<file path="src/core/intprio_pkg.sv">
// Purpose: constants for the priority-encoded interrupt enable block
// Assumes: 32-bit AHB-Lite register access, one word per register
// Notes:   byte address of a register is four times its index
package intprio_pkg;
	// ------------------------------------------------------------
	// register indices
	// ------------------------------------------------------------
	localparam logic [11:0] REQUEST_GROUP0_IDX     = 12'hfc0;
	localparam logic [11:0] GROUP0_ENABLE_HIGH_IDX = 12'hfc1;
	localparam logic [11:0] GROUP0_ENABLE_LOW_IDX  = 12'hfc2;
	localparam logic [11:0] REQUEST_GROUP1_IDX     = 12'hfc3;
	localparam logic [11:0] GROUP1_ENABLE_HIGH_IDX = 12'hfc4;
	localparam logic [11:0] GROUP1_ENABLE_LOW_IDX  = 12'hfc5;
	localparam logic [11:0] REQUEST_GROUP2_IDX     = 12'hfc6;
	localparam logic [11:0] GROUP2_ENABLE_HIGH_IDX = 12'hfc7;
	localparam logic [11:0] GROUP2_ENABLE_LOW_IDX  = 12'hfc8;
	localparam logic [11:0] CONTROL_IDX            = 12'hfcf;
	localparam logic [11:0] MASK_GROUP0_IDX        = 12'hfd0;
	localparam logic [11:0] MASK_GROUP1_IDX        = 12'hfd1;
	localparam logic [11:0] MASK_GROUP2_IDX        = 12'hfd2;
	// ------------------------------------------------------------
	// field layouts and reset values
	// ------------------------------------------------------------
	localparam int          GROUPS               = 3;
	localparam int          GLOBAL_ENABLE_BIT    = 7;
	localparam logic [7:0]  GROUP0_SOURCES       = 8'h79;
	localparam logic [7:0]  GROUP1_SOURCES       = 8'hff;
	localparam logic [7:0]  GROUP2_SOURCES       = 8'h0f;
	localparam logic [7:0]  GROUP0_HIGH_WMASK    = 8'hff;
	localparam logic [7:0]  GROUP0_LOW_WMASK     = 8'h79;
	localparam logic [7:0]  ENABLE_RESET         = 8'h00;
	localparam logic [1:0]  LEVEL_DISABLED       = 2'h0;
	localparam logic [1:0]  HTRANS_NONSEQ        = 2'h2;
	localparam logic [1:0]  HTRANS_SEQ           = 2'h3;
endpackage : intprio_pkg

</file>
<file path="src/core/interrupt_priority_enable.sv">
// Purpose: enable/priority registers and priority encoder for three request groups
// Assumes: request inputs are one-cycle pulses synchronous to mclk
// Notes:   slave answers with zero wait states; hresp always OKAY
//
// Decided for this implementation: the AHB-Lite register port.
`timescale 1ns/1ps

module interrupt_priority_enable (
	input  wire logic        mclk,
	input  wire logic        rst,
	input  wire logic        hsel,
	input  wire logic [31:0] haddr,
	input  wire logic [1:0]  htrans,
	input  wire logic        hwrite,
	input  wire logic [2:0]  hsize,
	input  wire logic [31:0] hwdata,
	input  wire logic        hready,
	output logic      [31:0] hrdata,
	output logic             hreadyout,
	output logic             hresp,
	input  wire logic [7:0]  request_group0,
	input  wire logic [7:0]  request_group1,
	input  wire logic [7:0]  request_group2,
	input  wire logic        core_ack,
	output logic             core_irq,
	output logic      [4:0]  core_source,
	output logic      [1:0]  core_level,
	output logic             irq
);
	import intprio_pkg::*;

	// ------------------------------------------------------------
	// state
	// ------------------------------------------------------------
	logic [7:0]  en_hi_r   [GROUPS];
	logic [7:0]  en_lo_r   [GROUPS];
	logic [7:0]  req_r     [GROUPS];
	logic [7:0]  mask_r    [GROUPS];
	logic [7:0]  req_in    [GROUPS];
	logic [7:0]  src_ok    [GROUPS];
	logic [7:0]  lo_wmask  [GROUPS];
	logic [7:0]  hi_wmask  [GROUPS];
	logic [7:0]  rd_clr    [GROUPS];
	logic [7:0]  ack_clr   [GROUPS];
	logic        gie_r;
	logic        wr_pend_r;
	logic [11:0] wr_idx_r;
	logic [11:0] a_idx;
	logic        a_valid;
	logic        a_mapped;
	logic [7:0]  wdat;
	logic [7:0]  rd_nxt;
	logic        best_vld;
	logic [1:0]  best_lvl;
	logic [4:0]  best_src;
	logic        any_masked;

	assign req_in[0]   = request_group0;
	assign req_in[1]   = request_group1;
	assign req_in[2]   = request_group2;
	assign src_ok[0]   = GROUP0_SOURCES;
	assign src_ok[1]   = GROUP1_SOURCES;
	assign src_ok[2]   = GROUP2_SOURCES;
	assign hi_wmask[0] = GROUP0_HIGH_WMASK;
	assign hi_wmask[1] = 8'hff;
	assign hi_wmask[2] = 8'hff;
	assign lo_wmask[0] = GROUP0_LOW_WMASK;
	assign lo_wmask[1] = 8'hff;
	assign lo_wmask[2] = 8'hff;
	assign wdat        = hwdata[7:0];

	// ------------------------------------------------------------
	// ahb-lite address phase
	// ------------------------------------------------------------
	assign hreadyout = 1'b1;
	assign hresp     = 1'b0;
	assign a_valid   = hsel && hready && (htrans == HTRANS_NONSEQ || htrans == HTRANS_SEQ);
	assign a_idx     = haddr[13:2];
	assign a_mapped  = (haddr[31:14] == 18'h0) && (haddr[1:0] == 2'h0);

	always_ff @(posedge mclk) begin
		if (rst) begin
			wr_pend_r <= 1'b0;
		end else begin
			wr_pend_r <= a_valid && hwrite && a_mapped;
		end
	end

	// index of the write whose data arrives in the next cycle
	always_ff @(posedge mclk) begin
		if (rst) begin
			wr_idx_r <= 12'h000;
		end else begin
			wr_idx_r <= a_idx;
		end
	end

	// ------------------------------------------------------------
	// enable, mask and control registers (write in data phase)
	// ------------------------------------------------------------
	always_ff @(posedge mclk) begin
		if (rst) begin
			for (int g = 0; g < GROUPS; g++) begin
				en_hi_r[g] <= ENABLE_RESET;
			end
		end else if (wr_pend_r) begin
			if (wr_idx_r == GROUP0_ENABLE_HIGH_IDX) begin
				en_hi_r[0] <= wdat & hi_wmask[0];
			end else if (wr_idx_r == GROUP1_ENABLE_HIGH_IDX) begin
				en_hi_r[1] <= wdat & hi_wmask[1];
			end else if (wr_idx_r == GROUP2_ENABLE_HIGH_IDX) begin
				en_hi_r[2] <= wdat & hi_wmask[2];
			end
		end
	end

	always_ff @(posedge mclk) begin
		if (rst) begin
			for (int g = 0; g < GROUPS; g++) begin
				en_lo_r[g] <= ENABLE_RESET;
			end
		end else if (wr_pend_r) begin
			if (wr_idx_r == GROUP0_ENABLE_LOW_IDX) begin
				en_lo_r[0] <= wdat & lo_wmask[0];
			end else if (wr_idx_r == GROUP1_ENABLE_LOW_IDX) begin
				en_lo_r[1] <= wdat & lo_wmask[1];
			end else if (wr_idx_r == GROUP2_ENABLE_LOW_IDX) begin
				en_lo_r[2] <= wdat & lo_wmask[2];
			end
		end
	end

	// masks keep only the bits that have a request source behind them
	always_ff @(posedge mclk) begin
		if (rst) begin
			for (int g = 0; g < GROUPS; g++) begin
				mask_r[g] <= ENABLE_RESET;
			end
		end else if (wr_pend_r) begin
			if (wr_idx_r == MASK_GROUP0_IDX) begin
				mask_r[0] <= wdat & src_ok[0];
			end else if (wr_idx_r == MASK_GROUP1_IDX) begin
				mask_r[1] <= wdat & src_ok[1];
			end else if (wr_idx_r == MASK_GROUP2_IDX) begin
				mask_r[2] <= wdat & src_ok[2];
			end
		end
	end

	// global enable: a register write wins over a core acknowledge
	always_ff @(posedge mclk) begin
		if (rst) begin
			gie_r <= 1'b0;
		end else if (wr_pend_r && wr_idx_r == CONTROL_IDX) begin
			gie_r <= wdat[GLOBAL_ENABLE_BIT];
		end else if (core_ack) begin
			gie_r <= 1'b0;
		end
	end

	// ------------------------------------------------------------
	// request bits: set wins over read-clear and acknowledge
	// ------------------------------------------------------------
	always_comb begin
		for (int g = 0; g < GROUPS; g++) begin
			rd_clr[g] = 8'h00;
		end
		if (a_valid && !hwrite && a_mapped) begin
			if (a_idx == REQUEST_GROUP0_IDX) begin
				rd_clr[0] = 8'hff;
			end else if (a_idx == REQUEST_GROUP1_IDX) begin
				rd_clr[1] = 8'hff;
			end else if (a_idx == REQUEST_GROUP2_IDX) begin
				rd_clr[2] = 8'hff;
			end
		end
	end

	// only the presented source is cleared; a number beyond the groups clears nothing
	always_comb begin
		for (int g = 0; g < GROUPS; g++) begin
			ack_clr[g] = 8'h00;
			if (core_ack && core_irq && core_source[4:3] == 2'(g)) begin
				ack_clr[g][core_source[2:0]] = 1'b1;
			end
		end
	end

	always_ff @(posedge mclk) begin
		if (rst) begin
			for (int g = 0; g < GROUPS; g++) begin
				req_r[g] <= 8'h00;
			end
		end else begin
			for (int g = 0; g < GROUPS; g++) begin
				req_r[g] <= (req_r[g] & ~rd_clr[g] & ~ack_clr[g])
					| (req_in[g] & src_ok[g]);
			end
		end
	end

	// ------------------------------------------------------------
	// read data, registered in the address phase
	// ------------------------------------------------------------
	// a read right after a write to the same register still sees the old value
	always_comb begin
		rd_nxt = 8'h00;
		if (a_idx == REQUEST_GROUP0_IDX) begin
			rd_nxt = req_r[0];
		end else if (a_idx == GROUP0_ENABLE_HIGH_IDX) begin
			rd_nxt = en_hi_r[0];
		end else if (a_idx == GROUP0_ENABLE_LOW_IDX) begin
			rd_nxt = en_lo_r[0] & lo_wmask[0];
		end else if (a_idx == REQUEST_GROUP1_IDX) begin
			rd_nxt = req_r[1];
		end else if (a_idx == GROUP1_ENABLE_HIGH_IDX) begin
			rd_nxt = en_hi_r[1];
		end else if (a_idx == GROUP1_ENABLE_LOW_IDX) begin
			rd_nxt = en_lo_r[1];
		end else if (a_idx == REQUEST_GROUP2_IDX) begin
			rd_nxt = req_r[2];
		end else if (a_idx == GROUP2_ENABLE_HIGH_IDX) begin
			rd_nxt = en_hi_r[2];
		end else if (a_idx == GROUP2_ENABLE_LOW_IDX) begin
			rd_nxt = en_lo_r[2];
		end else if (a_idx == CONTROL_IDX) begin
			rd_nxt = {gie_r, 7'h00};
		end else if (a_idx == MASK_GROUP0_IDX) begin
			rd_nxt = mask_r[0];
		end else if (a_idx == MASK_GROUP1_IDX) begin
			rd_nxt = mask_r[1];
		end else if (a_idx == MASK_GROUP2_IDX) begin
			rd_nxt = mask_r[2];
		end
	end

	always_ff @(posedge mclk) begin
		if (rst) begin
			hrdata <= 32'h0;
		end else if (a_valid && !hwrite) begin
			hrdata <= a_mapped ? {24'h0, rd_nxt} : 32'h0;
		end
	end

	// ------------------------------------------------------------
	// priority encoder
	// ------------------------------------------------------------
	// strict compare keeps the first hit on a tie: lowest group, then lowest bit
	always_comb begin
		logic [1:0] lvl;
		lvl      = LEVEL_DISABLED;
		best_vld = 1'b0;
		best_lvl = LEVEL_DISABLED;
		best_src = 5'h00;
		for (int g = 0; g < GROUPS; g++) begin
			for (int b = 0; b < 8; b++) begin
				lvl = {en_hi_r[g][b], en_lo_r[g][b]};
				if (req_r[g][b] && lvl != LEVEL_DISABLED && lvl > best_lvl) begin
					best_vld = 1'b1;
					best_lvl = lvl;
					best_src = 5'(g * 8 + b);
				end
			end
		end
	end

	always_ff @(posedge mclk) begin
		if (rst) begin
			core_irq <= 1'b0;
		end else begin
			core_irq <= best_vld && gie_r && !core_ack;
		end
	end

	always_ff @(posedge mclk) begin
		if (rst) begin
			core_source <= 5'h00;
			core_level  <= LEVEL_DISABLED;
		end else begin
			core_source <= best_src;
			core_level  <= best_lvl;
		end
	end

	// ------------------------------------------------------------
	// summary interrupt: any masked-in request bit
	// ------------------------------------------------------------
	always_comb begin
		any_masked = 1'b0;
		for (int g = 0; g < GROUPS; g++) begin
			any_masked = any_masked | (|(req_r[g] & mask_r[g]));
		end
	end

	always_ff @(posedge mclk) begin
		if (rst) begin
			irq <= 1'b0;
		end else begin
			irq <= any_masked;
		end
	end
endmodule : interrupt_priority_enable

</file>
<file path="config.mk">
export PLATFORM = sky130hd
export DESIGN_NAME = interrupt_priority_enable
export DESIGN_NICKNAME = d
export VERILOG_FILES = /design/src/core/intprio_pkg.sv /design/src/core/interrupt_priority_enable.sv
export SDC_FILE = /design/constraint.sdc
export NUM_CORES = 1
export LEC_CHECK = 0
export ABC_AREA = 1
export BUFFER_PORTS_ARGS = -buffer_cell sky130_fd_sc_hd__buf_2
export CORE_ASPECT_RATIO = 1.5
export CORE_MARGIN = 8
export CORE_UTILIZATION = 60
export CTS_CLUSTER_SIZE = 24
export DETAILED_ROUTE_END_ITERATION = 8
export PLACE_DENSITY = 0.83
export SETUP_SLACK_MARGIN = 0.02
export SLEW_MARGIN = 5
export SYNTH_ARGS = -nofsm -noshare
export SYNTH_HDL_FRONTEND = slang
export SYNTH_SLANG_ARGS = --single-unit
export TNS_END_PERCENT = 20
</file>
<file path="constraint.sdc">
create_clock -name mclk -period 40.9 [get_ports mclk]
set_input_delay 8.18 -clock mclk [delete_from_list [all_inputs] [get_ports mclk]]
set_output_delay 8.18 -clock mclk [all_outputs]
set_load 0.05 [all_outputs]
</file>
Word level (Yosys, flattened, before mapping):

Memories as Yosys holds them, arrays and structs flattened.
Index checks and enable logic that the tools add are counted.
W data, S select, Z words.

* memory bits (read-only): 0
* output and inout port bits: 43
* word-level logic and storage cells: 354
* input port bits: 99
* flip-flop bits (word level): 55
* RAM bits: 96
* memories kept: 4
* latch bits: 0

Memory list
* en_hi_r: words 3, width 8, read ports 3, clocked after memory_dff 0, wr ports 3, RTL line interrupt_priority_enable.sv:35 `logic [7:0] en_hi_r [GROUPS];`
* en_lo_r: words 3, width 8, read ports 3, clocked after memory_dff 0, wr ports 3, RTL line interrupt_priority_enable.sv:36 `logic [7:0] en_lo_r [GROUPS];`
* mask_r: words 3, width 8, read ports 3, clocked after memory_dff 0, wr ports 3, RTL line interrupt_priority_enable.sv:38 `logic [7:0] mask_r [GROUPS];`
* req_r: words 3, width 8, read ports 3, clocked after memory_dff 0, wr ports 3, RTL line interrupt_priority_enable.sv:37 `logic [7:0] req_r [GROUPS];`

* eq/ne operators: 27
* reductions and logical operators: 98
* divide/modulo/power cells: 0
* order comparisons: 26
* multiplexer cells: 158
* bitwise operators: 32
* $mul: 0
* shift operators: 0
* add/subtract/negate cells: 0

Operators with widths (count)
* $eq A12 B12 Y1 const B: 23
* $mux W8: 33
* $mux W5: 22
* $mux W1: 76
* $and A8 B8 Y8: 9
* $logic_and A1 B1 Y1: 63
* $reduce_bool A2 Y1: 25
* $mux W2: 24
* $not A8 Y8: 6
* $gt A2 B2 Y1: 23
* $mux W24: 1
* $reduce_or A8 Y1: 3
* $logic_not A18 Y1: 1
* $mux W16: 1
* $or A1 B1 Y1: 14
* $reduce_or A9 Y1: 1
* $or A8 B4 Y8: 1
* $or A8 B7 Y8: 1
* $or A8 B8 Y8: 1
* $eq A2 B2 Y1 const B: 3
* $logic_not A2 Y1: 2
* $lt A3 B4 Y1 const B: 1
* $demux W1 S3: 1
* $ge A3 B1 Y1 const B: 1
* 4 further kinds: 5

Longest topological paths before layout:

An unclocked memory read counts as a cell.

* word-level depth: 76
* mapped depth: 134
* mapped depth without buffers: 134

Worst setup path after synthesis:

Ideal clock, no wire load.

* kind: register to register
* start point: memory req_r[0][0]
* end point: register core_irq
* setup time: 0.080 ns
* path slack: 24.101 ns
* period minus slack after synthesis: 16.799 ns
* stages on the path, launching flop included: 128
* arrival time: 16.720 ns
* buffers on the path: 0
* data required time: 40.820 ns
* cell sequence: dfxtp_1 > nand2_1 > ha_1 > nand2_2 > nand2_4 > nand3_1 > nand3_1 > inv_1 > ha_1 > nor2_1 > inv_1 > nand2_1 > nand3_1 > nand2_1 > nand2_1 > inv_1 > ha_1 > or2_2 > [... 92 more ...] > and2_2 > ha_1 > nand2_1 > nand2_1 > nor2_1 > o21ai_0 > nor2_1 > inv_1 > nand3_2 > nand2_1 > ha_1 > a211oi_1 > o21ai_0 > nand2_1 > nor2_1 > nand2_1 > inv_2 > a211oi_2

RTL lines
* start, declared: RTL line interrupt_priority_enable.sv:37
* end signal, assigned: RTL line interrupt_priority_enable.sv:271 `core_irq <= best_vld && gie_r && !core_ack;`
* end, declared: RTL line interrupt_priority_enable.sv:25 `output logic core_irq,`

==> impl_metrics.yaml <==
logic_synthesis:
  synth_compound_area_share_pct: 16.4
  yosys.area_share.simple_pct: 25.7
  synth_top_area_share_pct: 26.1
  synthAdderAreaFrac_pct: 4.04
  yosysWarnings: 0
  synth_seq_area_share_pct: 41.6
  synthXorXnorAreaFrac_pct: 0
  synth-main-ff-cell: "edfxtp_1"
  synth_cell_types: 52
  synth_seq_cells: 117
  synth-edff-count: 62
  syn-mean-instance-area_um2: 7.70
  synth-async-reset-ratio_pct: 0
  synth_area_mm2: 0.00713
  synth_area_leaders: "edfxtp_1 (26%), dfxtp_1 (15%), nand2_1 (9.5%)"
  synth_top_family_by_area: "simple AND/OR/NAND/NOR gates"
  synth_mux_area_share_pct: 0
  yosysTopAreaCell: "edfxtp_1"
  synthCells: 926
grt:
  antenna_found_initial: 0
  grt_max_degree: 48
  grt_use_total_pct: 27.4
  grt_pass1_vias: 6554
  grt_pass1_wl_um: 33400
  grt-ovfl-total: 0
clock_tree:
  post_cts_buffers: 0
  cts-buffers-inserted: 17
  cts_hold_buffers: 0
  h-tree-depth: 4
  clock_sinks: 117
  cts-resized-gates: 0
  clkTransAtPathRegs_ns: 0.06
  clock_path_buffers: 2
  clock_latency_ns: 0.42
  tritoncts: "built"
  cts-root-buf: "clkbuf_16"
layout:
  nets: 1142
  area_delta_synth_final_pct: 14.6
  n_antenna_cell: 0
  fillers: 1017
  drive_above_1_share_pct: 15.2
  stdcell_area_mm2: 0.00817
timing:
  clock_skew_ns: 0.00488
  fmax_mhz: 52.6
  finalCritPeriodShare_pct: 46.5
  rsz0062_at_grt: "no"
  setup_viol: 0
  tns_ns: 0
  tightest_slew_ns: 1.16
  final_hold_viol_count: 0
  fin_crit_ns: 19.00
  slew_viol_final: 0
  slew_headroom_pct: 22.1
critical_path:
  critPathSlowestCell: "dfxtp_1"
  rr_worst_depth: 127
  required_ns: 41.24
  cp_slowest_stage_delay_ns: 0.51
  r2r-start: "req_r[0][0]"
  worst_path_most_repeated_cell: "nand2_1"
  path_class: "flop to flop"
  r2r_end: "core_irq"
  arrival_ns: 19.34
  reg2reg_setup_slack_ns: 21.90
  worstPathMaxFanout: 6
  cp-start-kind: "flop"
  endpoint_kind: "flop"
place:
  dp_hpwl_um: 17000
  dpl-instance-area_mm2: 0.00762
  io_buffer_count: 80
  place_congestion: 0.952
power:
  p_total_uw: 338
  switching_share_pct: 31.5
  p_int_uw: 231
  power_switching_uw: 106
  clock_power_share_pct: 41.2
  peakVddDrop_mv: 0.0271
  seqPwrFrac_pct: 40.1
  leakagePower_nw: 3.83
  power-per-cell-area_mw_per_mm2: 41.3
  power_frac_comb_pct: 18.8
drt:
  avgViaCountPerCell: 5.79
  drt_first_pass_iters: 6
  vias: 6866
  top_layer_used: "met4"
  wl_met3_um: 1760
  remaining_drc_errors: 0
  wire_per_inst_um: 18.1
  wl_met2_um: 10400
  drtIter0Drc: 557
  wl_met1_um: 7780
  postRouteAntennaNets: 0
  drt_wl_total_um: 21500
min_path:
  min_path_cells: 2
  hold_path.class: "flop to flop"
  min_from: "hrdata[4]"
  whs_endpoint: "hrdata[4]"
floorplan:
  rows: 49
  fp.coreArea_mm2: 0.0118
  die_h_um: 149
  die_x_um: 105
  start_util_pct: 60.6
  die_area_mm2: 0.0157
  ios: 142
outcome:
  status: "complete, no violations"
job:
  cap_violations: 0
[synth_stat cells, types with 7 or more instances]
cell / instances
o21ai_0: 39
nor3_1: 19
ha_1: 23
o2111ai_1: 10
inv_1: 165
o211ai_1: 25
nor4_1: 8
a21oi_1: 57
edfxtp_1: 62
nand2_1: 180
nor2_1: 97
nand3_1: 49
o22ai_1: 9
nand4_1: 9
a221oi_1: 7
dfxtp_1: 55
buf_4: 27
[metrics by stage]
stage               hold slack (ns)  worst slack [ns]  util, %  cells
floorplan                     0.442             24.10        -    950
global placement              0.451             22.48     64.7   1154
detailed placement            0.453             22.07     64.7   1154
CTS                           0.462             22.01     69.4   1186
global route                  0.496             19.92     69.4   1186
finish                        0.461             21.90     69.4   1186
[routing by layer]
metal	track usage, %	up-vias
met5	0	-
met4	21.7	0
met3	5.13	102
met2	45.3	398
met1	30.6	3105
li1	-	3261
[registers in the layout, indices dropped and copies added (netlist names)]
| name | count |
|---|---|
| core_irq | 1 |
| core_level | 2 |
| core_source | 5 |
| en_hi_r | 24 |
| en_lo_r | 21 |
| gie_r | 1 |
| hrdata | 8 |
| irq | 1 |
| mask_r | 17 |
| req_r | 24 |
| wr_idx_r | 12 |
| wr_pend_r | 1 |
[power groups by stage]
stage                     registers, mW  logic [mW]  clock network, mW
final                             0.135      0.0634              0.139
after CTS                         0.135      0.0629              0.138
after detailed placement          0.137      0.0625                  0
after global routing              0.136      0.0711              0.144
after global placement            0.137      0.0609                  0
after floorplan                   0.139      0.0458                  0
[final cells by class]
| class | count | area, um^2 | area share, % |
|---|---|---|---|
| Clock buffer | 19 | 453 | 5.54 |
| Clock inverter | 13 | 100 | 1.22 |
| Inverter | 170 | 638 | 7.81 |
| Multi-Input combinational cell | 629 | 3390 | 41.5 |
| Sequential cell | 117 | 2960 | 36.3 |
| Tap cell | 153 | 191 | 2.34 |
| Timing Repair Buffer | 85 | 438 | 5.36 |
[logic make-up (layout without fill, tap and decap cells)]
kind of cell	after synthesis	count (layout)
AO/OA/AOI/OAI	180	180
adder cells (fa/ha/maj)	23	23
buffers and inverters	204	287
flip-flops	117	117
other	2	26
AND/OR/NAND/NOR	400	400
[layout by cell type (no fill, tap or decap), types with 7 or more instances in the layout]
master,n
nand4_1,9
a221oi_1,7
conb_1,26
a21oi_1,57
o211ai_1,25
nand3_1,49
buf_2,80
nor2_1,97
nor3_1,19
inv_1,165
o21ai_0,39
o22ai_1,9
nor4_1,8
nand2_1,180
ha_1,23
edfxtp_1,62
dfxtp_1,55
o2111ai_1,10
clkbuf_16,17
[worst max path at each step]
stage | from | endpoint | slack, ns | depth (start not counted)
after CTS | req_r[0][0] | core_irq | 22.01 | 127
after global placement | req_r[0][0] | core_irq | 22.48 | 126
after floorplan | req_r[0][0] | core_irq | 24.10 | 127
final | req_r[0][0] | core_irq | 21.90 | 127
after global routing | req_r[0][0] | core_irq | 19.92 | 128
after detailed placement | req_r[0][0] | core_irq | 22.07 | 127
[critical path: cells and delay by family (launching register included)]
kind	cells	cell delay, ns
and+or+nand+nor	80	9.26
DFF	1	0.51
buffers and inverters	10	0.68
adders and majority gates	21	5.31
AOI/OAI and AO/OA	16	3.17
No activity file was read; power rests on OpenSTA's default activity.
